===== src/inc/dac_clk_pkg.sv =====
// Summary of operation
// - pll off: reference clock drives sample clock
// - pll on: sample clock from multiplier
// - vco ratio is prescale times multiplier
// - sample clock ratio is multiplier alone
// - band codes 0..62 manual, all-ones automatic
// - loop bandwidth code scales filter monotonically
// - auto mode searches band without host help
// - prescale bits 6:5, multiplier bits 4:3
// - lock raises pin and status bit
// - band readback returns auto chosen band
package dac_clk_pkg;
  // =====================================================
  // register map
  localparam logic [4:0] REG_LOCK_STATUS = 5'h00;
  localparam logic [4:0] REG_VCO_BAND    = 5'h08;
  localparam logic [4:0] REG_PLL_CTRL    = 5'h09;
  localparam logic [4:0] REG_LOOP_BW     = 5'h0a;
  localparam int LOCK_BIT   = 1;
  localparam int PLL_EN_BIT = 7;
  localparam int N1_HI      = 6;
  localparam int N1_LO      = 5;
  localparam int N2_HI      = 4;
  localparam int N2_LO      = 3;
  localparam int BIAS_HI    = 2;
  localparam int BAND_HI    = 7;
  localparam int BAND_LO    = 2;
  localparam int DRIVE_HI   = 1;
  localparam int LBW_HI     = 4;
  localparam logic [5:0] BAND_AUTO = 6'h3f;
  localparam logic [5:0] BAND_MAX  = 6'h3e;
  localparam logic [5:0] BAND_MIN  = 6'h00;
  localparam logic [7:0] RST_VCO_BAND = 8'h03;
  localparam logic [7:0] RST_PLL_CTRL = 8'h03;
  localparam logic [4:0] RST_LOOP_BW  = 5'h0f;
  // =====================================================
  // serial frame
  localparam logic [4:0] LAST_INSTR_BIT = 5'h07;
  localparam logic [4:0] LAST_FRAME_BIT = 5'h0f;
  localparam int RW_BIT = 7;
  // =====================================================
  // timing
  localparam int CLK_MHZ      = 100;
  localparam int LOCK_TIME_MS = 5;
  localparam int LOCK_CYCLES  = LOCK_TIME_MS * 1000 * CLK_MHZ;
  localparam int BAND_SLOTS   = 64;
  localparam int DWELL_CYCLES = LOCK_CYCLES / BAND_SLOTS;
  // =====================================================
  // types
  typedef enum logic [1:0] {S_IDLE, S_DWELL, S_LOCKED} search_e;
  typedef struct packed {
    logic       pll_enable;
    logic [5:0] band;
    logic [1:0] drive;
    logic [2:0] bias;
    logic [4:0] loop_bw;
  } pll_cfg_s;
  // divider code to ratio: 1, 2, 4, 8
  function automatic logic [3:0] ratio_of(input logic [1:0] code);
    ratio_of = 4'h1 << code;
  endfunction
endpackage


===== src/core/dac_sample_clock_source.sv =====
`timescale 1ns/1ps
module dac_sample_clock_source #(
  parameter int DWELL = dac_clk_pkg::DWELL_CYCLES
) (
  // clock and reset
  input  wire logic                  clk,
  input  wire logic                  resetn,
  // 3-wire serial port
  input  wire logic                  spi_sclk,
  input  wire logic                  spi_csn,
  input  wire logic                  spi_sdio_i,
  output logic                       spi_sdio_o,
  output logic                       spi_sdio_oe,
  // clocks
  input  wire logic                  reference_clock_input,
  input  wire logic                  pll_clock_in,
  output logic                       converter_sample_clock,
  // analog pll side
  input  wire logic                  vco_lock_raw,
  output dac_clk_pkg::pll_cfg_s      pll_cfg,
  output logic [6:0]                 vco_total_ratio,
  output logic [3:0]                 sample_ratio,
  output logic                       pll_lock_pin
);
  import dac_clk_pkg::*;

  // =====================================================
  // input synchronisers
  logic [2:0] sclk_s_q;
  logic [1:0] csn_s_q;
  logic [1:0] sdio_s_q;
  logic [1:0] lock_s_q;
  always_ff @(posedge clk or negedge resetn) begin
    if (!resetn) begin
      sclk_s_q <= 3'h0;
      csn_s_q  <= 2'h3;
      sdio_s_q <= 2'h0;
      lock_s_q <= 2'h0;
    end else begin
      sclk_s_q <= {sclk_s_q[1:0], spi_sclk};
      csn_s_q  <= {csn_s_q[0], spi_csn};
      sdio_s_q <= {sdio_s_q[0], spi_sdio_i};
      lock_s_q <= {lock_s_q[0], vco_lock_raw};
    end
  end
  wire sclk_rise = sclk_s_q[1] & ~sclk_s_q[2];
  wire sclk_fall = ~sclk_s_q[1] & sclk_s_q[2];
  wire csn       = csn_s_q[1];
  wire din       = sdio_s_q[1];
  wire lock_in   = lock_s_q[1];

  // =====================================================
  // serial slave
  logic [4:0] bit_cnt_q;
  logic [6:0] shift_q;
  logic [7:0] instr_q;
  logic [7:0] rd_shift_q;
  logic       sdio_o_q;
  logic       sdio_oe_q;
  logic [7:0] rd_mux;
  wire        instr_done = sclk_rise & ~csn & (bit_cnt_q == LAST_INSTR_BIT);
  wire [7:0]  instr_word = {shift_q, din};
  wire        is_read    = instr_q[RW_BIT];
  wire [4:0]  wr_addr    = instr_q[4:0];
  wire [7:0]  wr_data    = {shift_q, din};
  wire        wr_en      = sclk_rise & ~csn & ~is_read & (bit_cnt_q == LAST_FRAME_BIT);
  wire        rd_phase   = ~csn & is_read & (bit_cnt_q > LAST_INSTR_BIT);

  always_ff @(posedge clk or negedge resetn) begin
    if (!resetn) begin
      bit_cnt_q  <= 5'h00;
      shift_q    <= 7'h00;
      instr_q    <= 8'h00;
      rd_shift_q <= 8'h00;
      sdio_o_q   <= 1'b0;
      sdio_oe_q  <= 1'b0;
    end else if (csn) begin
      bit_cnt_q <= 5'h00;
      sdio_oe_q <= 1'b0;
    end else begin
      if (sclk_rise) begin
        shift_q   <= {shift_q[5:0], din};
        bit_cnt_q <= bit_cnt_q + 5'h01;
      end
      if (instr_done) begin
        instr_q    <= instr_word;
        rd_shift_q <= rd_mux;
      end
      if (sclk_fall && rd_phase) begin
        sdio_oe_q  <= 1'b1;
        sdio_o_q   <= rd_shift_q[7];
        rd_shift_q <= {rd_shift_q[6:0], 1'b0};
      end
    end
  end
  assign spi_sdio_o  = sdio_o_q;
  assign spi_sdio_oe = sdio_oe_q;

  // =====================================================
  // configuration registers
  logic [7:0] band_reg_q;
  logic [7:0] ctrl_reg_q;
  logic [4:0] lbw_reg_q;
  wire wr_band = wr_en & (wr_addr == REG_VCO_BAND);
  wire wr_ctrl = wr_en & (wr_addr == REG_PLL_CTRL);
  wire wr_lbw  = wr_en & (wr_addr == REG_LOOP_BW);
  always_ff @(posedge clk or negedge resetn) begin
    if (!resetn) begin
      band_reg_q <= RST_VCO_BAND;
      ctrl_reg_q <= RST_PLL_CTRL;
      lbw_reg_q  <= RST_LOOP_BW;
    end else begin
      if (wr_band) band_reg_q <= wr_data;
      if (wr_ctrl) ctrl_reg_q <= wr_data;
      if (wr_lbw)  lbw_reg_q  <= wr_data[LBW_HI:0];
    end
  end
  wire       pll_en     = ctrl_reg_q[PLL_EN_BIT];
  wire [1:0] n1_code    = ctrl_reg_q[N1_HI:N1_LO];
  wire [1:0] n2_code    = ctrl_reg_q[N2_HI:N2_LO];
  wire [5:0] band_field = band_reg_q[BAND_HI:BAND_LO];
  wire       auto_mode  = (band_field == BAND_AUTO);
  wire [3:0] n1_ratio   = ratio_of(n1_code);
  wire [3:0] n2_ratio   = ratio_of(n2_code);
  wire [7:0] vco_prod   = n1_ratio * n2_ratio;

  // =====================================================
  // automatic band search
  search_e    state_q;
  logic [5:0] search_band_q;
  logic [5:0] chosen_band_q;
  logic       auto_done_q;
  logic [31:0] dwell_q;
  wire dwell_end  = (dwell_q == 32'(DWELL - 1));
  wire start_srch = pll_en & auto_mode & (state_q == S_IDLE) & ~auto_done_q;
  wire abort_srch = ~pll_en | wr_band;
  wire [5:0] next_band = (search_band_q == BAND_MAX) ? BAND_MIN : search_band_q + 6'h01;
  always_ff @(posedge clk or negedge resetn) begin
    if (!resetn) begin
      state_q       <= S_IDLE;
      search_band_q <= BAND_MIN;
      chosen_band_q <= BAND_MIN;
      auto_done_q   <= 1'b0;
      dwell_q       <= 32'h0;
    end else if (abort_srch) begin
      state_q     <= S_IDLE;
      auto_done_q <= 1'b0;
      dwell_q     <= 32'h0;
    end else begin
      case (state_q)
        S_IDLE: begin
          if (start_srch) begin
            state_q       <= S_DWELL;
            search_band_q <= BAND_MIN;
            dwell_q       <= 32'h0;
          end
        end
        S_DWELL: begin
          if (lock_in) begin
            state_q       <= S_LOCKED;
            chosen_band_q <= search_band_q;
            auto_done_q   <= 1'b1;
          end else if (dwell_end) begin
            search_band_q <= next_band;
            dwell_q       <= 32'h0;
          end else begin
            dwell_q <= dwell_q + 32'h1;
          end
        end
        S_LOCKED: state_q <= S_LOCKED;
        default:  state_q <= S_IDLE;
      endcase
    end
  end

  // =====================================================
  // readback and status
  wire [5:0] band_rd = auto_done_q ? chosen_band_q : band_field;
  wire locked = pll_en & lock_in & (~auto_mode | (state_q == S_LOCKED));
  wire [7:0] status_rd = {6'h00, locked, 1'b0} & (8'h01 << LOCK_BIT);
  wire [7:0] band_word = {band_rd, band_reg_q[DRIVE_HI:0]};
  assign rd_mux = (instr_word[4:0] == REG_LOCK_STATUS) ? status_rd :
                  (instr_word[4:0] == REG_VCO_BAND)    ? band_word :
                  (instr_word[4:0] == REG_PLL_CTRL)    ? ctrl_reg_q :
                  (instr_word[4:0] == REG_LOOP_BW)     ? {3'h0, lbw_reg_q} : 8'h00;
  assign pll_lock_pin = locked;

  // =====================================================
  // applied settings and sample clock select
  pll_cfg_s   cfg_q;
  logic [6:0] vco_ratio_q;
  logic [3:0] smp_ratio_q;
  wire [5:0] band_apply = auto_mode ? (auto_done_q ? chosen_band_q : search_band_q)
                                    : band_field;
  always_ff @(posedge clk or negedge resetn) begin
    if (!resetn) begin
      cfg_q       <= '0;
      vco_ratio_q <= 7'h01;
      smp_ratio_q <= 4'h1;
    end else if (pll_en) begin
      cfg_q       <= '{1'b1, band_apply, band_reg_q[DRIVE_HI:0],
                       ctrl_reg_q[BIAS_HI:0], lbw_reg_q};
      vco_ratio_q <= vco_prod[6:0];
      smp_ratio_q <= n2_ratio;
    end else begin
      cfg_q.pll_enable <= 1'b0;
    end
  end
  assign pll_cfg         = cfg_q;
  assign vco_total_ratio = vco_ratio_q;
  assign sample_ratio    = smp_ratio_q;
  assign converter_sample_clock = pll_en ? pll_clock_in : reference_clock_input;
endmodule


===== config.mk =====
export PLATFORM = sky130hd
export DESIGN_NAME = dac_sample_clock_source
export DESIGN_NICKNAME = d
export VERILOG_FILES = /design/src/inc/dac_clk_pkg.sv /design/src/core/dac_sample_clock_source.sv
export SDC_FILE = /design/constraint.sdc
export NUM_CORES = 1
export LEC_CHECK = 0
export ABC_AREA = 1
export BUFFER_PORTS_ARGS = -buffer_cell sky130_fd_sc_hd__buf_4
export CAP_MARGIN = 5
export CORE_MARGIN = 4
export CORE_UTILIZATION = 62
export DETAILED_ROUTE_END_ITERATION = 6
export GPL_ROUTABILITY_DRIVEN = 0
export GPL_TIMING_DRIVEN = 0
export PLACE_DENSITY = 0.83
export SETUP_SLACK_MARGIN = 0.1
export SLEW_MARGIN = 20
export SYNTH_ARGS = -nofsm -noshare
export SYNTH_HDL_FRONTEND = slang
export SYNTH_SLANG_ARGS = --single-unit

===== constraint.sdc =====
create_clock -name clk -period 4.2 [get_ports clk]
set_clock_uncertainty 0.05 [all_clocks]
set_input_delay 0.63 -clock clk [delete_from_list [all_inputs] [get_ports clk]]
set_output_delay 0.63 -clock clk [all_outputs]
set_load 0.01 [all_outputs]

# [Word-level counts from Yosys, hierarchy flattened]
# Index checks and enable logic that the tools add are counted.
[classes] add_sub_neg=3 multipliers=1 magnitude_cmp=1 eq_ne=19 shifts=2 muxes=32 n_bitwise=26 reduce_logical=19
[ops] op="two-way mux 32 bit" n=4
[ops] op="case mux 32 bit (2 select lines)" n=1
[ops] op="two-way mux 6 bit" n=7
[ops] op="two-way mux 8 bit" n=5
[ops] op="equality test 5 x 4 -> 1 bit (second input constant)" n=7
[ops] op="adder 32 x 1 -> 32 bit (second input constant)" n=1
[ops] op="equality test 32 x 13 -> 1 bit (second input constant)" n=1
[ops] op="AND 1 bit" n=16
[ops] op="two-way mux 5 bit" n=3
[ops] op="equality test 6 bit (second input constant)" n=2
[ops] op="case mux 6 bit (2 select lines)" n=1
[ops] op="AND reduction 2 bit" n=6
[ops] op="nonzero test 2 bit" n=6
[ops] op="inequality test 3 bit (second input constant)" n=3
[ops] op="NOT 1 bit" n=8
[ops] op="<< shifter 1 x 2 -> 4 bit (first input constant)" n=2
[ops] op="multiplier 4 x 4 -> 7 bit" n=1
[ops] op="two-way mux 1 bit" n=7
[ops] op="adder 6 x 1 -> 6 bit (second input constant)" n=1
[ops] op="two-way mux 2 bit" n=3
[ops] op="inequality test 2 bit (second input constant)" n=3
[ops] op="case mux 2 bit (3 select lines)" n=1
[ops] op="AND reduction 3 bit" n=2
[ops] op="adder 5 x 1 -> 5 bit (second input constant)" n=1
[ops] op="10 further kinds" n=11
[word_totals] ff_bits=135 word_cells=128

# [Longest topological paths before layout]
# Gate-level depths: netlist (run 1).
[logic_depth] depth_word=9 mapped_depth=14 mapped_depth_nobuf=14

# [Least setup slack after synthesis (run 1)]
# No wires, ideal clock.
[synth_timing] path_kind="flip-flop to flip-flop" start="register ctrl_reg_q[6]" end="register vco_ratio_q[6], in the netlist vco_total_ratio[6]" t_arrival_ps=2927 required_ps=4067 slack_ps=1141 path_stages_with_launch=13 period_less_slack_ps=3059 path_cell_list="dfrtp_1 -> nor2_1 -> nand3_1 -> fa_1 -> inv_1 -> fa_1 -> inv_1 -> fa_1 -> or2_2 -> nand2_1 -> a21oi_1 -> xor2_1 -> o21ai_0"
[synth_via] elab_chain_len=2
[synth_rtl] element="start, declared" line="dac_sample_clock_source.sv:102" text="logic [7:0] ctrl_reg_q;"
[synth_rtl] element="start signal, assigned" line="dac_sample_clock_source.sv:114" text="if (wr_ctrl) ctrl_reg_q <= wr_data;"
[synth_rtl] element="<< shifter 1 x 2 -> 4 bit" line="dac_clk_pkg.sv:60" text="ratio_of = 4'h1 << code;"
[synth_rtl] element="multiplier 4 x 4 -> 7 bit" line="dac_sample_clock_source.sv:125" text="wire [7:0] vco_prod = n1_ratio * n2_ratio;"
[synth_rtl] element="end signal, assigned" line="dac_sample_clock_source.sv:203" text="vco_ratio_q <= vco_prod[6:0];"
[synth_rtl] element="end, declared" line="dac_sample_clock_source.sv:191" text="logic [6:0] vco_ratio_q;"
# Every way passes these cells.
# A chain may end at the register's enable or synchronous reset.

# [Worst setup path in the final report (run 1)]
# Ends and elaborated chain as after synthesis.

==> results.md, run 1 <==
- Status: completed
- Dpl hpwl: 13,100 um
- DR vias/cell: 5.49
- Inserted Diodes: 0
- Clock Latency Late Sink: 0.42 ns
- Crit start category: flip-flop
- Mapped Area: 7380 um2
- WL per Instance: 14.8 um
- Tot Pwr: 2.90 mW
- Sink Count: 133
- P_leak: 4.10 nW
- Fin. Hold Viols: 0
- DR vias: 6,670
- Setup WS pre-CTS: 0.972 ns
- Top cells by count, synth: nand2_1 (341), nor2_1 (142), dfrtp_1 (121)
- Max H-tree Level: 4
- Synthesized netlist net count: 1,029
- Fmax: 0.305 GHz
- # resized after CTS: 0
- CTS tree: yes
- Worst Path Max Fanout: 5
- Postcts setup bufs: 0
- Final setup violation count: 0
- TritonCTS Buffers: 17
- Crit end category: flip-flop
- DRT antenna net count: 0
- Die Height: 117 um
- Share of the clock period used by the worst path: 78.0%
- Buffers on Ports: 39
- Synth top area share: 41.0%
- CP required: 4.44 ns
- Pwr/cell area: 342 nW/um2
- GRT Residual Overflow: 0
- Cts hold-fix bufs: 0
- Routed WL: 17,900 um
- Die Width: 117 um
- Register area share after synthesis: 45.3%
- Rel. slew slack: 61.5%
- Layout net count: 1,088
- #FFs+latches synth: 133
- Yosys warning count: 0
- Slew Limit Fails: 0
- RSZ-0062 raised after global routing: no
- Ports: 40
- Reg2reg setup slack: 0.92 ns
- Clock transition at the registers of the reported paths: 0.06 ns
- Final Hold Slack: 0.0212 ns
- Post-synth top flop: dfrtp_1
- Syn Area/Cell: 7.39 um2
- Final worst slack: 0.923 ns
- Fin util: 73.6%
- First-pass GRT wire length: 30,400 um
- Core Area: 11,500 um2
- Synth top area cells: dfrtp_1 (41%), nand2_1 (17%), nor2_1 (7.2%)
- Die area: 13,700 um2
- Total track usage: 28.5%
- Initial antenna violation count: 0
- Worst Hold Class: in2async
- Max VDD drop: 229 uV
- Drt first pass iters: 5
- Vias in the first global route: 6,367
- Post-synth EDFFs: 0
- Max-Cap Viols: 0
- CTS root buf: clkbuf_16
- Mapped Cells: 999
- Tightest Pin Transition: 0.577 ns
- Detailed Route Iter0 Violations: 581
- Largest net degree at the start of global routing: 97
- DR DRC count: 0
- Initial Util: 64.1%
- Worst Path Class, Setup: reg2reg
- Maximum root-to-sink buffer count: 2
- Area leader, netlist: dfrtp_1
- Final setup TNS: 0 ns
- Async S/R FF share, synth: 100%
- Most frequent cell after synthesis: nand2_1
- Share of post-route cells with drive strength above 1: 11.6%
- Final worst path period need: 3.28 ns
- Arr. time, crit path: 3.51 ns
- Rows: 39
- Yosys cell types: 42
- Area delta synth->final: 14.9%
metal layers:
layer / part of all wire, % / global-route usage [%] / vias to the layer above / wire length, um
met5: 0 / 0 / - / 0
met4: 3.7 / 12.8 / 0 / 666
met3: 7.2 / 5.60 / 55 / 1300
met2: 47 / 46.2 / 286 / 8370
met1: 42 / 37.4 / 3042 / 7600
li1: - / - / 3287 / -
path summary, 6_finish.rpt:
| check | startpoint | end | depth (start not counted) |
|---|---|---|---|
| setup / recovery | ctrl_reg_q[6] | vco_total_ratio[6] | 12 |
| hold / removal | resetn | pll_cfg[1] | 1 |
| setup reg to reg | ctrl_reg_q[6] | vco_total_ratio[6] | 12 |
| hold reg to reg | sdio_s_q[0] | sdio_s_q[1] | 0 |
| max in group asynchronous | resetn | csn_s_q[1] | 2 |
| min in group clk | spi_csn | csn_s_q[0] | 1 |
through the flow:
| step | area, um2 | instances |
|---|---|---|
| after global placement | 7850 | 1181 |
| after global routing | 8480 | 1214 |
| after floorplan | 7380 | 999 |
| after CTS | 8480 | 1214 |
| after detailed placement | 7890 | 1182 |
| final | 8480 | 1214 |
worst max-delay path, stage by stage (launching register included):
cell and delay, ns:
dfrtp_1 0.42, nor2_1 0.17, nand3_1 0.13, fa_1 0.55
inv_1 0.05, fa_1 0.56, inv_1 0.06, fa_1 0.44
or2_2 0.32, nand2_1 0.06, a21oi_1 0.06, xor2_1 0.17
o21ai_0 0.09
logic make-up after synthesis:
logic type	Yosys count	share of synthesized area, %
compound gates	111	8.36
fa+ha+maj	22	4.14
xor+xnor	12	1.42
simple gates	596	33.7
buf+inv	125	7.04
flops	133	45.3
state kept, by name, indices dropped and copies added, names as in the netlist, 2 cells and up:
name             flops
dwell_q             32
pll_cfg             17
band_reg_q           8
ctrl_reg_q           8
rd_shift_q           8
shift_q              7
vco_total_ratio      7
chosen_band_q        6
instr_q              6
search_band_q        6
bit_cnt_q            5
lbw_reg_q            5
sample_ratio         4
sclk_s_q             3
csn_s_q              2
lock_s_q             2
sdio_s_q             2
state_q              2
cells in the final DEF, fill, tap and decap left out, types with 4 or more instances in the layout:
| master | instances |
|---|---|
| nand2_1 | 341 |
| nor2_1 | 142 |
| dfrtp_1 | 121 |
| inv_1 | 95 |
| nand3_1 | 66 |
| o21ai_0 | 60 |
| buf_4 | 41 |
| a21oi_1 | 25 |
| nand4_1 | 20 |
| ha_1 | 18 |
| clkbuf_16 | 17 |
| clkbuf_1 | 12 |
| dfstp_2 | 12 |
| xor2_1 | 9 |
| buf_2 | 7 |
| nor2_2 | 6 |
| a21oi_2 | 5 |
| o211ai_1 | 5 |
| clkinv_2 | 5 |
| o21ai_1 | 4 |
| inv_2 | 4 |
| fa_1 | 4 |
area by class of cell:
type                    instances  area [um2]
inverters                      99         372
repair buffers                 40         328
clock buffers                  19         433
fillers                       932        3040
clock inverters                13         158
multi-input cells             741        3520
well taps                     143         179
plain buffers                  26         148
flip-flops and latches        133        3340
power by group:
group          switching, mW  total [mW]  internal [mW]
registers             0.0157        1.32           1.30
clock network          0.556        1.49          0.931
logic                 0.0714      0.0926         0.0212
Power figures use the tool's default switching activity.
==> inputs of run 2 (changes only) <==
==> constraint.sdc (replaced) <==
create_clock -name clk -period 3.2 [get_ports clk]
set_clock_uncertainty 0.05 [all_clocks]
set_input_delay 0.48 -clock clk [delete_from_list [all_inputs] [get_ports clk]]
set_output_delay 0.48 -clock clk [all_outputs]
set_load 0.01 [all_outputs]
==> run 2 against run 1 <==
  * Worst setup slack worse by 0.85 ns
  * Sequential share of layout area is 0.46 points lower
  * Via count increased by 0.84%
  * Die area is the same
  * Wire length up 2.7%
  * Register-to-register slack lost 0.85 ns
  * Critical path type unchanged
  * Largest cell class unchanged
  * Highest routed layer unchanged
==> results.md, run 2 (synthesized netlist as in run 1, its figures left out) <==
- Status: completed
- TritonCTS Buffers: 17 (unchanged)
- Final worst slack: 0.0761 ns (-0.847 ns)
- Fin. Hold Viols: 0 (unchanged)
- Leading cell type in the layout, fill and taps excluded: nand2_1
- DRT antenna net count: 0 (unchanged)
- Core Area: 11,500 um2 (unchanged)
- Reg2reg setup slack: 0.08 ns (-0.85 ns)
- Max reg flops: 32 (unchanged)
- Rel. slew slack: 61.3% (-0.24 points)
- GRT Residual Overflow: 0 (unchanged)
- Ports: 40 (unchanged)
- Sink Count: 133 (unchanged)
- Dpl hpwl: 13,100 um (unchanged)
- Non-Filler Instances: 1,222 (+0.66%)
- Largest net degree at the start of global routing: 97 (unchanged)
- Most frequent cells in the layout: nand2_1 (339), nor2_1 (138), dfrtp_1 (118)
- Arr. time, crit path: 3.36 ns (-0.15 ns)
- Crit end category: flip-flop
- Share of post-route cells with drive strength above 1: 13.6% (+2.0 points)
- Drt first pass iters: 5 (unchanged)
- Largest register by flop count: dwell_q
- Final worst path period need: 3.12 ns (-0.153 ns)
- Pwr/cell area: 443 nW/um2 (+30%)
- Clock Latency Late Sink: 0.42 ns (about the same)
- Rows: 39 (unchanged)
- Share of the clock period used by the worst path: 97.6% (+20 points)
- Inserted Diodes: 0 (unchanged)
- Worst Path Class, Setup: reg2reg
- Worst Hold Class: in2reg
- RSZ-0062 raised after global routing: yes
- Placed cells: 1,182 (unchanged)
- CTS tree: yes
- Max H-tree Level: 4 (unchanged)
- Area delta synth->final: 16.4%
- P_leak: 4.14 nW (+0.90%)
- DR vias: 6,726 (+0.84%)
- Die Height: 117 um (unchanged)
- Total track usage: 28.6% (+0.11 points)
- Detailed Route Iter0 Violations: 659 (+13%)
- Initial Util: 64.1% (unchanged)
- Buffers on Ports: 39 (unchanged)
- Vias in the first global route: 6,398 (+0.49%)
- Final setup violation count: 0 (unchanged)
- Fmax: 0.320 GHz (+4.9%)
- Clock transition at the registers of the reported paths: 0.06 ns (about the same)
- Tot Pwr: 3.81 mW (+31%)
- Initial antenna violation count: 0 (unchanged)
- Slew Limit Fails: 0 (unchanged)
- Layout net count: 1,096 (+0.74%)
- Tightest Pin Transition: 0.581 ns (+0.00360 ns)
- DR DRC count: 0 (unchanged)
- Die Width: 117 um (unchanged)
- Crit start category: flip-flop
- Setup WS pre-CTS: -0.0279 ns (-1.00 ns)
- First-pass GRT wire length: 30,600 um (+0.39%)
- Max-Cap Viols: 0 (unchanged)
- CP required: 3.44 ns (-1.00 ns)
- Worst Path Max Fanout: 5 (unchanged)
- Die area: 13,700 um2 (unchanged)
- WL per Instance: 15.1 um (+2.0%)
- Max VDD drop: 300 uV (+31%)
- DR vias/cell: 5.50 (+0.18%)
- Routed WL: 18,400 um (+2.7%)
- CTS root buf: clkbuf_16
- Maximum root-to-sink buffer count: 2 (unchanged)
## run 2: cell type report
cell class | count | area [um2]
Clock buffer | 19 | 433
Inverter | 99 | 372
Fill cell | 894 | 2930
Multi-Input combinational cell | 741 | 3560
Timing Repair Buffer | 48 | 390
Sequential cell | 133 | 3350
Clock inverter | 13 | 158
Tap cell | 143 | 179
Buffer | 26 | 148
## run 2: routing by layer
layer	routed length (um)	global-route usage, %	share of wire [%]	up-vias
met3	1260	5.71	6.8	57
met2	8690	46.6	47	278
li1	-	-	-	3308
met4	689	12.6	3.7	0
met1	7790	37.3	42	3083
met5	0	0	0	-
## run 2: worst paths after layout
| kind | cells after the start | endpoint | start |
|---|---|---|---|
| min in group asynchronous | 2 | pll_cfg[1] | resetn |
| max in group asynchronous | 3 | csn_s_q[0] | resetn |
| hold reg to reg | 0 | sdio_s_q[1] | sdio_s_q[0] |
| setup / recovery | 13 | vco_total_ratio[6] | ctrl_reg_q[6] |
| hold / removal | 1 | csn_s_q[0] | spi_csn |
| setup reg to reg | 13 | vco_total_ratio[6] | ctrl_reg_q[6] |
## run 2: report_power, final
group	internal, mW	total (mW)	switching (mW)
sequential	1.71	1.73	0.0206
clock	1.22	1.95	0.731
combinational	0.0286	0.123	0.0943
total	2.96	3.81	0.846
## run 2: timing repair
item                                    CTS  global route
pin swaps                                 4             6
endpoints found under the hold margin    35             0
resized for setup                         7            14
endpoints found under the setup margin    1             1
hold buffers                              1             0
buffers inserted                          3             4
## run 2: per-stage QoR
step | hold WS (ns) | setup TNS (ns) | util, % | instance area, um2
after floorplan | 0.134 | 0 | - | 7380
after global placement | 0.283 | 0 | 68.2 | 7850
after detailed placement | 0.286 | -0.0279 | 68.5 | 7890
after CTS | 0.107 | 0 | 74.0 | 8520
after global routing | 0.0963 | -0.0834 | 74.6 | 8590
final | 0.117 | 0 | 74.6 | 8590
## run 2: worst max-delay path: stages, from the launching register on
cell and delay (ns):
dfrtp_2 0.45, inv_2 0.07, nor2_4 0.12, nand2_2 0.07, fa_1 0.55, inv_2 0.04
fa_1 0.57, inv_2 0.05, fa_2 0.37, or2_4 0.25, nand2_2 0.07, a21oi_2 0.05
xor2_1 0.18, o21ai_1 0.07
